File: config.mk
export PLATFORM = sky130hd
export DESIGN_NAME = sajc_top
export DESIGN_NICKNAME = d
export VERILOG_FILES = /design/src/hw/sajc_sync.v /design/src/hw/sajc_top.v
export VERILOG_INCLUDE_DIRS = /design/src /design/src/common
export SDC_FILE = /design/constraint.sdc
export NUM_CORES = 1
export LEC_CHECK = 0
export BUFFER_PORTS_ARGS = -buffer_cell sky130_fd_sc_hd__buf_4
export CORE_UTILIZATION = 45
export CTS_CLUSTER_DIAMETER = 60
export DETAILED_ROUTE_END_ITERATION = 8
export GPL_ROUTABILITY_DRIVEN = 0
export GPL_TIMING_DRIVEN = 0
export HOLD_SLACK_MARGIN = 0.1
export PLACE_DENSITY_LB_ADDON = 0.1
export RECOVER_POWER = 50
export SYNTH_ARGS = -nofsm -noshare
export SYNTH_HDL_FRONTEND = slang
export SYNTH_SLANG_ARGS = --single-unit
File: constraint.sdc
create_clock -name clk -period 2.6 [get_ports clk]
set_input_delay 0 -clock clk [delete_from_list [all_inputs] [get_ports clk]]
set_output_delay 0 -clock clk [all_outputs]
set_load 0.02 [all_outputs]
File: src/common/sajc_consts.vh
/*
 * constants for the slot address reporter and scan chain manager:
 * field positions, timing counts and chain routing codes.
 * assumes a 20 MHz system clock; included by bare name.
 */
`ifndef SAJC_CONSTS_VH
`define SAJC_CONSTS_VH

// slot identifier layout
`define SAJC_ID_W 5
`define SAJC_GA_W 4
`define SAJC_ID_SITE_BIT 4
`define SAJC_SITE_A 1'h0
`define SAJC_SITE_B 1'h1

// request line settle time and filtered cycle count at 50 ns per cycle
`define SAJC_CLK_PERIOD_NS 50
`define SAJC_REQ_SETTLE_NS 200
`define SAJC_REQ_SETTLE_CYC ((`SAJC_REQ_SETTLE_NS + `SAJC_CLK_PERIOD_NS - 1) / `SAJC_CLK_PERIOD_NS)

// bit counter width and reset value
`define SAJC_CNT_W 3
`define SAJC_CNT_RST 3'h0

// scan chain position codes
`define SAJC_POS_W 2
`define SAJC_POS_SITE_B 2'h0
`define SAJC_POS_SITE_A 2'h1
`define SAJC_POS_SELF 2'h2

`endif

File: src/hw/sajc_sync.v
/*
 * two flip-flop synchroniser for a bundle of levels from outside the clock domain.
 * assumes inputs are static levels or slow compared with clk.
 */
`timescale 1ns/1ps
`default_nettype none

module sajc_sync #(
    parameter W = 1
) (
    // clock and reset
    input wire clk,
    input wire resetn,
    // levels
    input wire [W-1:0] async_in,
    output wire [W-1:0] sync_out
);

    reg [W-1:0] meta_q;
    reg [W-1:0] sync_q;

    // first stage feeds only the second stage
    always @(posedge clk or negedge resetn) begin
        if (!resetn) begin
            meta_q <= {W{1'b0}};
            sync_q <= {W{1'b0}};
        end else begin
            meta_q <= async_in;
            sync_q <= meta_q;
        end
    end

    assign sync_out = sync_q;

endmodule

`default_nettype wire

File: src/hw/sajc_top.v
/*
 * carrier housekeeping: slot identifier reporter toward two mezzanine sites
 * and the boundary scan chain router between the programmer header and the sites.
 * assumes the mezzanine owns the management clock and request wires and
 * that site present lines are high when a module is seated.
 */
`timescale 1ns/1ps
`default_nettype none
`include "sajc_consts.vh"

// Summary of operation
// [RULE1] the slot identifier is five bits: one site bit plus the four backplane address bits.
// [RULE2] the identifier goes out one bit per request clock edge, only while the module requests it.
// [RULE3] an empty site is bypassed so scan data still flows from header input to header output.
// [RULE4] with both sites populated, site B comes first in the chain and site A follows.
// [RULE5] the reporter itself sits in the chain as one more device with a one-bit bypass stage.
// [RULE6] the programmer drives mode select and test clock to every chain device in common; the own stage takes only a synchronised test clock and no mode select.
// [RULE7] programmer data enters the first device and the last device output returns to the header.
// [RULE8] the mezzanine module owns and drives the management clock and data request lines.
// [RULE9] a module without scan ties its data input to its output so the chain passes through.
// [RULE10] the site bit is zero for site A and one for site B and sits above the address bits.
module sajc_top (
    // clock and reset
    input wire clk,
    input wire resetn,
    // backplane geographical address and site presence
    input wire [3:0] backplane_geo_address,
    input wire site_a_present,
    input wire site_b_present,
    // management wires from site A (clock, request) and data back
    input wire site_a_mgmt_clk,
    input wire site_a_mgmt_req,
    output wire site_a_mgmt_data_o,
    output wire site_a_mgmt_data_oe,
    // management wires from site B
    input wire site_b_mgmt_clk,
    input wire site_b_mgmt_req,
    output wire site_b_mgmt_data_o,
    output wire site_b_mgmt_data_oe,
    // programmer header scan pins
    input wire hdr_tck,
    input wire hdr_tms,
    input wire hdr_tdi,
    output wire hdr_tdo,
    // scan pins toward the sites, returns from the sites
    output wire site_b_tdi,
    input wire site_b_tdo,
    output wire site_a_tdi,
    input wire site_a_tdo,
    output wire site_tck,
    output wire site_tms
);

    // the address, presence, management and header tck/tdi inputs pass two flip-flops before internal use
    wire [11:0] s_in;
    wire [3:0] ga_s;
    wire pres_a_s, pres_b_s, clk_a_s, req_a_s, clk_b_s, req_b_s;
    wire tck_s, tdi_s;

    sajc_sync #(
        .W(12)
    ) u_sync (
        .clk(clk),
        .resetn(resetn),
        .async_in({backplane_geo_address, site_a_present, site_b_present, site_a_mgmt_clk,
                   site_a_mgmt_req, site_b_mgmt_clk, site_b_mgmt_req, hdr_tck, hdr_tdi}),
        .sync_out(s_in)
    );

    assign ga_s = s_in[11:8];
    assign pres_a_s = s_in[7];
    assign pres_b_s = s_in[6];
    assign clk_a_s = s_in[5];
    assign req_a_s = s_in[4];
    assign clk_b_s = s_in[3];
    assign req_b_s = s_in[2];
    assign tck_s = s_in[1];
    assign tdi_s = s_in[0];

    // identifier for a given site: site bit above the address nibble
    function [`SAJC_ID_W-1:0] slot_id;
        input site;
        input [`SAJC_GA_W-1:0] ga;
        begin
            slot_id = {site, ga}; // [RULE1] [RULE10]
        end
    endfunction

    // request state per site
    localparam ST_IDLE = 1'b0;
    localparam ST_SEND = 1'b1;

    reg st_a_q, st_b_q;
    reg [`SAJC_ID_W-1:0] sh_a_q, sh_b_q;
    reg [`SAJC_CNT_W-1:0] cnt_a_q, cnt_b_q;
    reg clk_a_d1_q, clk_b_d1_q;
    wire fall_a = clk_a_d1_q & ~clk_a_s;
    wire fall_b = clk_b_d1_q & ~clk_b_s;

    // site A reporter: load on request, shift msb first on each of the first four falling management clocks
    always @(posedge clk or negedge resetn) begin
        if (!resetn) begin
            st_a_q <= ST_IDLE;
            sh_a_q <= {`SAJC_ID_W{1'b0}};
            cnt_a_q <= `SAJC_CNT_RST;
            clk_a_d1_q <= 1'b0;
        end else begin
            clk_a_d1_q <= clk_a_s;
            case (st_a_q)
                ST_IDLE: begin
                    if (req_a_s) begin // [RULE2] [RULE8]
                        st_a_q <= ST_SEND;
                        sh_a_q <= slot_id(`SAJC_SITE_A, ga_s);
                        cnt_a_q <= `SAJC_CNT_RST;
                    end
                end
                ST_SEND: begin
                    if (!req_a_s) begin
                        st_a_q <= ST_IDLE;
                    end else if (fall_a && cnt_a_q != (`SAJC_ID_W - 1)) begin
                        sh_a_q <= {sh_a_q[`SAJC_ID_W-2:0], 1'b0}; // [RULE2]
                        cnt_a_q <= cnt_a_q + 3'h1;
                    end
                end
                default: st_a_q <= ST_IDLE;
            endcase
        end
    end

    // site B reporter, same sequence with the site bit set
    always @(posedge clk or negedge resetn) begin
        if (!resetn) begin
            st_b_q <= ST_IDLE;
            sh_b_q <= {`SAJC_ID_W{1'b0}};
            cnt_b_q <= `SAJC_CNT_RST;
            clk_b_d1_q <= 1'b0;
        end else begin
            clk_b_d1_q <= clk_b_s;
            case (st_b_q)
                ST_IDLE: begin
                    if (req_b_s) begin // [RULE2] [RULE8]
                        st_b_q <= ST_SEND;
                        sh_b_q <= slot_id(`SAJC_SITE_B, ga_s);
                        cnt_b_q <= `SAJC_CNT_RST;
                    end
                end
                ST_SEND: begin
                    if (!req_b_s) begin
                        st_b_q <= ST_IDLE;
                    end else if (fall_b && cnt_b_q != (`SAJC_ID_W - 1)) begin
                        sh_b_q <= {sh_b_q[`SAJC_ID_W-2:0], 1'b0}; // [RULE2]
                        cnt_b_q <= cnt_b_q + 3'h1;
                    end
                end
                default: st_b_q <= ST_IDLE;
            endcase
        end
    end

    // data drives only while a request is being served; otherwise released
    assign site_a_mgmt_data_o = sh_a_q[`SAJC_ID_W-1];
    assign site_a_mgmt_data_oe = (st_a_q == ST_SEND);
    assign site_b_mgmt_data_o = sh_b_q[`SAJC_ID_W-1];
    assign site_b_mgmt_data_oe = (st_b_q == ST_SEND);

    // own bypass stage: captures header data on a rising test clock
    // limitation: only a bypass register is modelled, enough to be found and skipped
    reg tck_d1_q, own_q;
    always @(posedge clk or negedge resetn) begin
        if (!resetn) begin
            tck_d1_q <= 1'b0;
            own_q <= 1'b0;
        end else begin
            tck_d1_q <= tck_s;
            if (tck_s && !tck_d1_q) begin
                own_q <= tdi_s; // [RULE5] [RULE7]
            end
        end
    end

    // common mode select and clock fanned out unbuffered to both sites
    assign site_tck = hdr_tck; // [RULE6]
    assign site_tms = hdr_tms; // [RULE6]

    // chain order: own stage, site B, site A, header; empty sites bypassed
    // routing is combinational on the return path so it adds no test clock latency
    assign site_b_tdi = own_q; // [RULE4] [RULE5]
    wire after_b = pres_b_s ? site_b_tdo : own_q; // [RULE3] [RULE9]
    assign site_a_tdi = after_b; // [RULE4]
    assign hdr_tdo = pres_a_s ? site_a_tdo : after_b; // [RULE3] [RULE7]

endmodule

`default_nettype wire

Yosys cells after proc, flatten, opt, wreduce, memory -nomap -nowiden
Cells that the tools add are included.
{ "classes": {"n_addsub": 2, "n_eq_ne": 8, "bitwise_logic": 6, "n_reduce_logical": 6, "n_mux": 20} }
{ "op_table": {"columns": ["cell", "n"], "rows": [
  ["two-way mux 5 bit", 6],
  ["one-hot mux 5 bit (2 select lines)", 2],
  ["two-way mux 3 bit", 6],
  ["!= test 2 x 1 -> 1 bit (second input constant)", 6],
  ["one-hot mux 3 bit (2 select lines)", 2],
  ["adder 3 x 1 -> 3 bit (second input constant)", 2],
  ["!= test 3 bit (second input constant)", 2],
  ["AND reduction 3 bit", 2],
  ["two-way mux 1 bit", 4],
  ["NOT 1 bit", 4],
  ["logical AND 1 bit", 3],
  ["bitwise AND 1 bit", 2],
  ["logical NOT 1 bit", 1]
]} }
{ "word_totals": {"reg_bits": 46, "wordCells": 54} }

Logic depth before layout (Yosys ltp)
{ "depth": {"depth_word": 6, "mapped_depth": 6, "depth_no_buf": 5} }

By module
Synthesis repeated with hierarchy kept, for this count alone.
{ "unflattened": {"hier_cells": 146, "area_unflattened_um2": 1808.0} }
{ "by_module_without_submodules": {"columns": ["module", "instances", "seq_area_each_um2", "cells_each", "area_each_um2"], "rows": [
  ["sajc_top", 1, 550.5, 122, 1207.4],
  ["sajc_sync", 1, 600.6, 24, 600.6]
]} }

Least setup slack after synthesis
No wires, ideal clock.
{ "synth_path": {"kind": "register to register", "startpoint": "register cnt_b_q[0]", "endpoint": "register cnt_b_q[0]", "setup_slack_ps": 1221, "period_less_slack_ps": 1379, "setup_time_ps": 126, "path_stages_with_launch": 6, "n_path_buf": 0, "arrival_time_ps": 1253, "path_cell_list": "dfrtp_1 -> inv_1 -> ha_1 -> nand2_4 -> and3_4 -> a311o_1"} }
{ "synth_between": {"elab_chain_cells": 4, "elab_cells_between_ends": 8} }
{ "synth_rtl": {"columns": ["element", "line", "rtl"], "rows": [
  ["start, declared", "sajc_top.v:95", "reg [`SAJC_CNT_W-1:0] cnt_a_q, cnt_b_q;"],
  ["start signal, assigned", "sajc_top.v:135", "cnt_b_q <= `SAJC_CNT_RST;"],
  ["start signal, assigned", "sajc_top.v:144", "cnt_b_q <= `SAJC_CNT_RST;"],
  ["start signal, assigned", "sajc_top.v:152", "cnt_b_q <= cnt_b_q + 3'h1;"],
  ["adder 3 x 1 -> 3 bit / != test 3 bit (equally long branches)", "sajc_top.v:152, sajc_top.v:150", null],
  ["two-way mux 3 bit / logical AND 1 bit (equally long branches)", "sajc_top.v:150", "end else if (fall_b && cnt_b_q != (`SAJC_ID_W - 1)) begin"],
  ["two-way mux 3 bit / != test 2 x 1 -> 1 bit (equally long branches)", null, null],
  ["one-hot mux 3 bit (2 select lines) / AND reduction 3 bit (equally long branches)", null, null]
]} }
Parallel ways exist; a longest one is shown, timed or not. The select of a mux whose other input is x is not followed.
A chain may end at the register's enable or synchronous reset.

Final worst setup path
{ "layout_path": {"startpoint": "register cnt_a_q[0]", "endpoint": "register cnt_a_q[0]"} }
{ "layout_between": {"elab_chain_cells": 4, "elab_cells_between_ends": 8} }
{ "layout_rtl": {"columns": ["element", "line", "rtl"], "rows": [
  ["start, declared", "sajc_top.v:95", null],
  ["start signal, assigned", "sajc_top.v:105", "cnt_a_q <= `SAJC_CNT_RST;"],
  ["start signal, assigned", "sajc_top.v:114", "cnt_a_q <= `SAJC_CNT_RST;"],
  ["start signal, assigned", "sajc_top.v:122", "cnt_a_q <= cnt_a_q + 3'h1;"],
  ["adder 3 x 1 -> 3 bit / != test 3 bit (equally long branches)", "sajc_top.v:122, sajc_top.v:120", null],
  ["two-way mux 3 bit / logical AND 1 bit (equally long branches)", "sajc_top.v:120", "end else if (fall_a && cnt_a_q != (`SAJC_ID_W - 1)) begin"],
  ["two-way mux 3 bit / != test 2 x 1 -> 1 bit (equally long branches)", null, null],
  ["one-hot mux 3 bit (2 select lines) / AND reduction 3 bit (equally long branches)", null, null]
]} }
Parallel ways exist; a longest one is shown, timed or not. The select of a mux whose other input is x is not followed.

==> impl_metrics.ini <==
[global_routing]
antenna_found_initial = 0
track_usage_pct = 17.02
grt_pass1_wl_mm = 5.319
grt_pass1_vias = 1180
grt_max_degree = 47
grt_overflow = 0

[cts]
cts-resized-gates = 0
clockBufferDepth = 2
cts_made_buffers = 5
htreeDepth = 2
ctsHoldBuffers = 13
cts_setup_buffers = 0
clock-sinks = 46
insertion_delay_ns = 0.30
cts_tree = done
cts-root-buf = clkbuf_8
cts.clk_slew.worst_paths_ns = 0.08

[place]
dp_hpwl_mm = 2.066
dp_slack_ns = 1.110
io_buffer_count = 24

[setup_path]
worstSetupPathType = register to register
cp_max_fo = 6
reg2reg_to = cnt_a_q[0]$_DFFE_PN0P_
endpoint_kind = register
required_ns = 2.78
startpoint_type = register
worstPathArrival_ns = 1.68
r2r_setup_slack_ns = 1.10
ff2ff_path_depth = 6
r2r_start = cnt_a_q[0]$_DFFE_PN0P_

[cells_and_area]
final_util_pct = 60.93
diodes = 0
area_delta_synth_final_pct = 26.25
finalNetCount = 213
drive_gt1_share_pct = 22.80
n_fill_cell = 315

[synth]
synth_top_area_cell = dfrtp_1
netlist_area_um2 = 1807
synthTopCellsByArea = dfrtp_1 64%, nor2b_1 3.8%, ha_1 2.8%, a21oi_1 2.2%, nand4_1 2.1%
synth_top_area_share_pct = 63.71
syn_nets = 169
seq_area_frac_synth_pct = 63.71
ys_ff_latch = 46
synth_cell_types = 35
syn_area_per_cell_um2 = 12.21
postSynthCellCount = 148
yosysWarnings = 0

[min_path]
hp-class = input pin to output pin
min_delay_path_depth = 2
holdPathEnd = site_tms
min_from = hdr_tms

[routing]
routed_wl_mm = 3.067
drc = 0
wl_per_cell_um = 12.73
firstDrtPassIters = 4
drt-initial-drc-count = 73
routed_via_density = 5.133
detail-route-antenna-nets = 0
num_vias = 1237

[sta]
rsz0062_at_grt = no
worstMarginPinSlew_ns = 1.060
fmax_mhz = 664.7
hold_viol = 0
setup_tns_ns = 0
relSlewSlack_pct = 29.35
skew_ns = 0.006147
period_needed_ns = 1.504
finalWorstSetupSlack_ns = 1.096
min_period_over_period_pct = 57.86
holdWs_ns = 0.2603
maxSlewViolCount = 0
finalSetupViolCount = 0

[die]
pin_count = 26
fp.dieW_um = 65.37
initial_core_util_pct = 48.26
dieArea_um2 = 4273
core_um2 = 3744
die_h_um = 65.37
placementRows = 22

[power]
leakage_nw = 1.033
vdd_ir_drop_max_uv = 429.5
total_power_w = 0.001603
powerDensity_nw_per_um2 = 703.0

[job]
cap_violations = 0

[status]
run_status = completed
[kinds of logic after synthesis]
kind of cell / after synthesis / share of synthesized area (%)
compound gates: 31 / 11.70
fa+ha+maj: 4 / 2.770
buf+inv: 16 / 4.225
flops: 46 / 63.71
mux: 3 / 1.870
simple gates: 48 / 15.72
[cells in the final DEF (no fill, tap or decap), types with 2 or more instances in the layout]
| cell | count |
|---|---|
| nand4_1 | 6 |
| nand2b_1 | 4 |
| o211ai_1 | 5 |
| and3_1 | 3 |
| nand2_1 | 6 |
| clkbuf_1 | 4 |
| o22ai_1 | 2 |
| a31oi_1 | 4 |
| nor2b_1 | 11 |
| nor3_1 | 2 |
| a21oi_1 | 8 |
| buf_4 | 13 |
| nor2_1 | 4 |
| buf_2 | 4 |
| dlygate4sd3_1 | 13 |
| mux2_2 | 3 |
| clkbuf_4 | 12 |
| a211oi_1 | 2 |
| ha_1 | 4 |
| a311o_1 | 2 |
| dfrtp_1 | 46 |
| inv_1 | 7 |
| o21ai_0 | 2 |
| nand3_1 | 5 |
| clkbuf_8 | 5 |
[power by group]
group,switching (W),leakage (nW),internal [W]
Sequential,0.0000526,0.548,0.000787
Clock,0.000229,0.0514,0.000287
Combinational,0.000122,0.434,0.000126
[layout make-up]
class / count / area, um^2 / area share (%)
buffer: 9 / 50.05 / 2.194
clock buffer: 6 / 72.57 / 3.182
clock inverter: 2 / 37.54 / 1.646
inverter: 7 / 26.28 / 1.152
multi-input combinational: 86 / 579.3 / 25.40
sequential: 46 / 1151 / 50.47
tap: 48 / 60.06 / 2.633
timing repair buffer: 37 / 304.0 / 13.33
[metal layers]
layer  track usage (%)  wire, um  up-vias  share of wire [%]
met2             26.29      1469       29                 48
met1             21.41      1402      592                 46
met5                 0         0        -                  0
li1                  -         -      607                  -
met3             5.208       127        9                4.1
met4             8.967        68        0                2.2
[per-stage QoR]
stage	cell area [um^2]	std cells
2_1_floorplan	1807	148
3_3_place_gp	2047	220
3_5_place_dp	2047	220
4_1_cts	2287	241
5_1_grt	2281	241
6_report	2281	241
[state kept, by name, indices dropped and copies added (netlist names)]
| signal | flops |
|---|---|
| clk_a_d1_q | 1 |
| clk_b_d1_q | 1 |
| cnt_a_q | 3 |
| cnt_b_q | 3 |
| sh_a_q | 5 |
| sh_b_q | 5 |
| site_a_mgmt_data_oe | 1 |
| site_b_mgmt_data_oe | 1 |
| site_b_tdi | 1 |
| tck_d1_q | 1 |
| u_sync.meta_q | 12 |
| u_sync.sync_out | 12 |
[cell usage after synthesis (all sizes together)]
cell / instances
and2: 2
ha: 4
mux2: 3
inv: 7
nor3: 2
a21oi: 8
o221ai: 1
o211ai: 5
nand2b: 4
a311o: 2
nand4: 6
o22ai: 2
nor2b: 11
o21ai: 2
a211oi: 2
nand2: 7
a2bb2oi: 1
clkbuf: 2
a31oi: 4
a21o: 1
buf: 7
nor3b: 1
and3b: 2
nand3: 5
dfrtp: 46
a221o: 1
a21boi: 1
nor2: 4
and3: 4
a22oi: 1
[critical path: stages, from the launching register on]
cell,delay [ns]
dfrtp_1,0.40
inv_1,0.06
ha_1,0.21
and2_1,0.14
clkbuf_1,0.16
o21ai_0,0.29
a31oi_1,0.12
[how the worst max path moves through the flow]
stage | from | end | slack [ns]
finish | cnt_a_q[0]$_DFFE_PN0P_ | cnt_a_q[0]$_DFFE_PN0P_ | 1.10
floorplan | cnt_b_q[0]$_DFFE_PN0P_ | cnt_b_q[0]$_DFFE_PN0P_ | 1.22
CTS | cnt_b_q[0]$_DFFE_PN0P_ | cnt_b_q[0]$_DFFE_PN0P_ | 1.10
global route | cnt_b_q[0]$_DFFE_PN0P_ | cnt_b_q[0]$_DFFE_PN0P_ | 1.03
global placement | cnt_b_q[0]$_DFFE_PN0P_ | cnt_b_q[1]$_DFFE_PN0P_ | 1.13
detailed placement | cnt_b_q[0]$_DFFE_PN0P_ | cnt_b_q[0]$_DFFE_PN0P_ | 1.11
No activity file was read; power rests on OpenSTA's default activity.
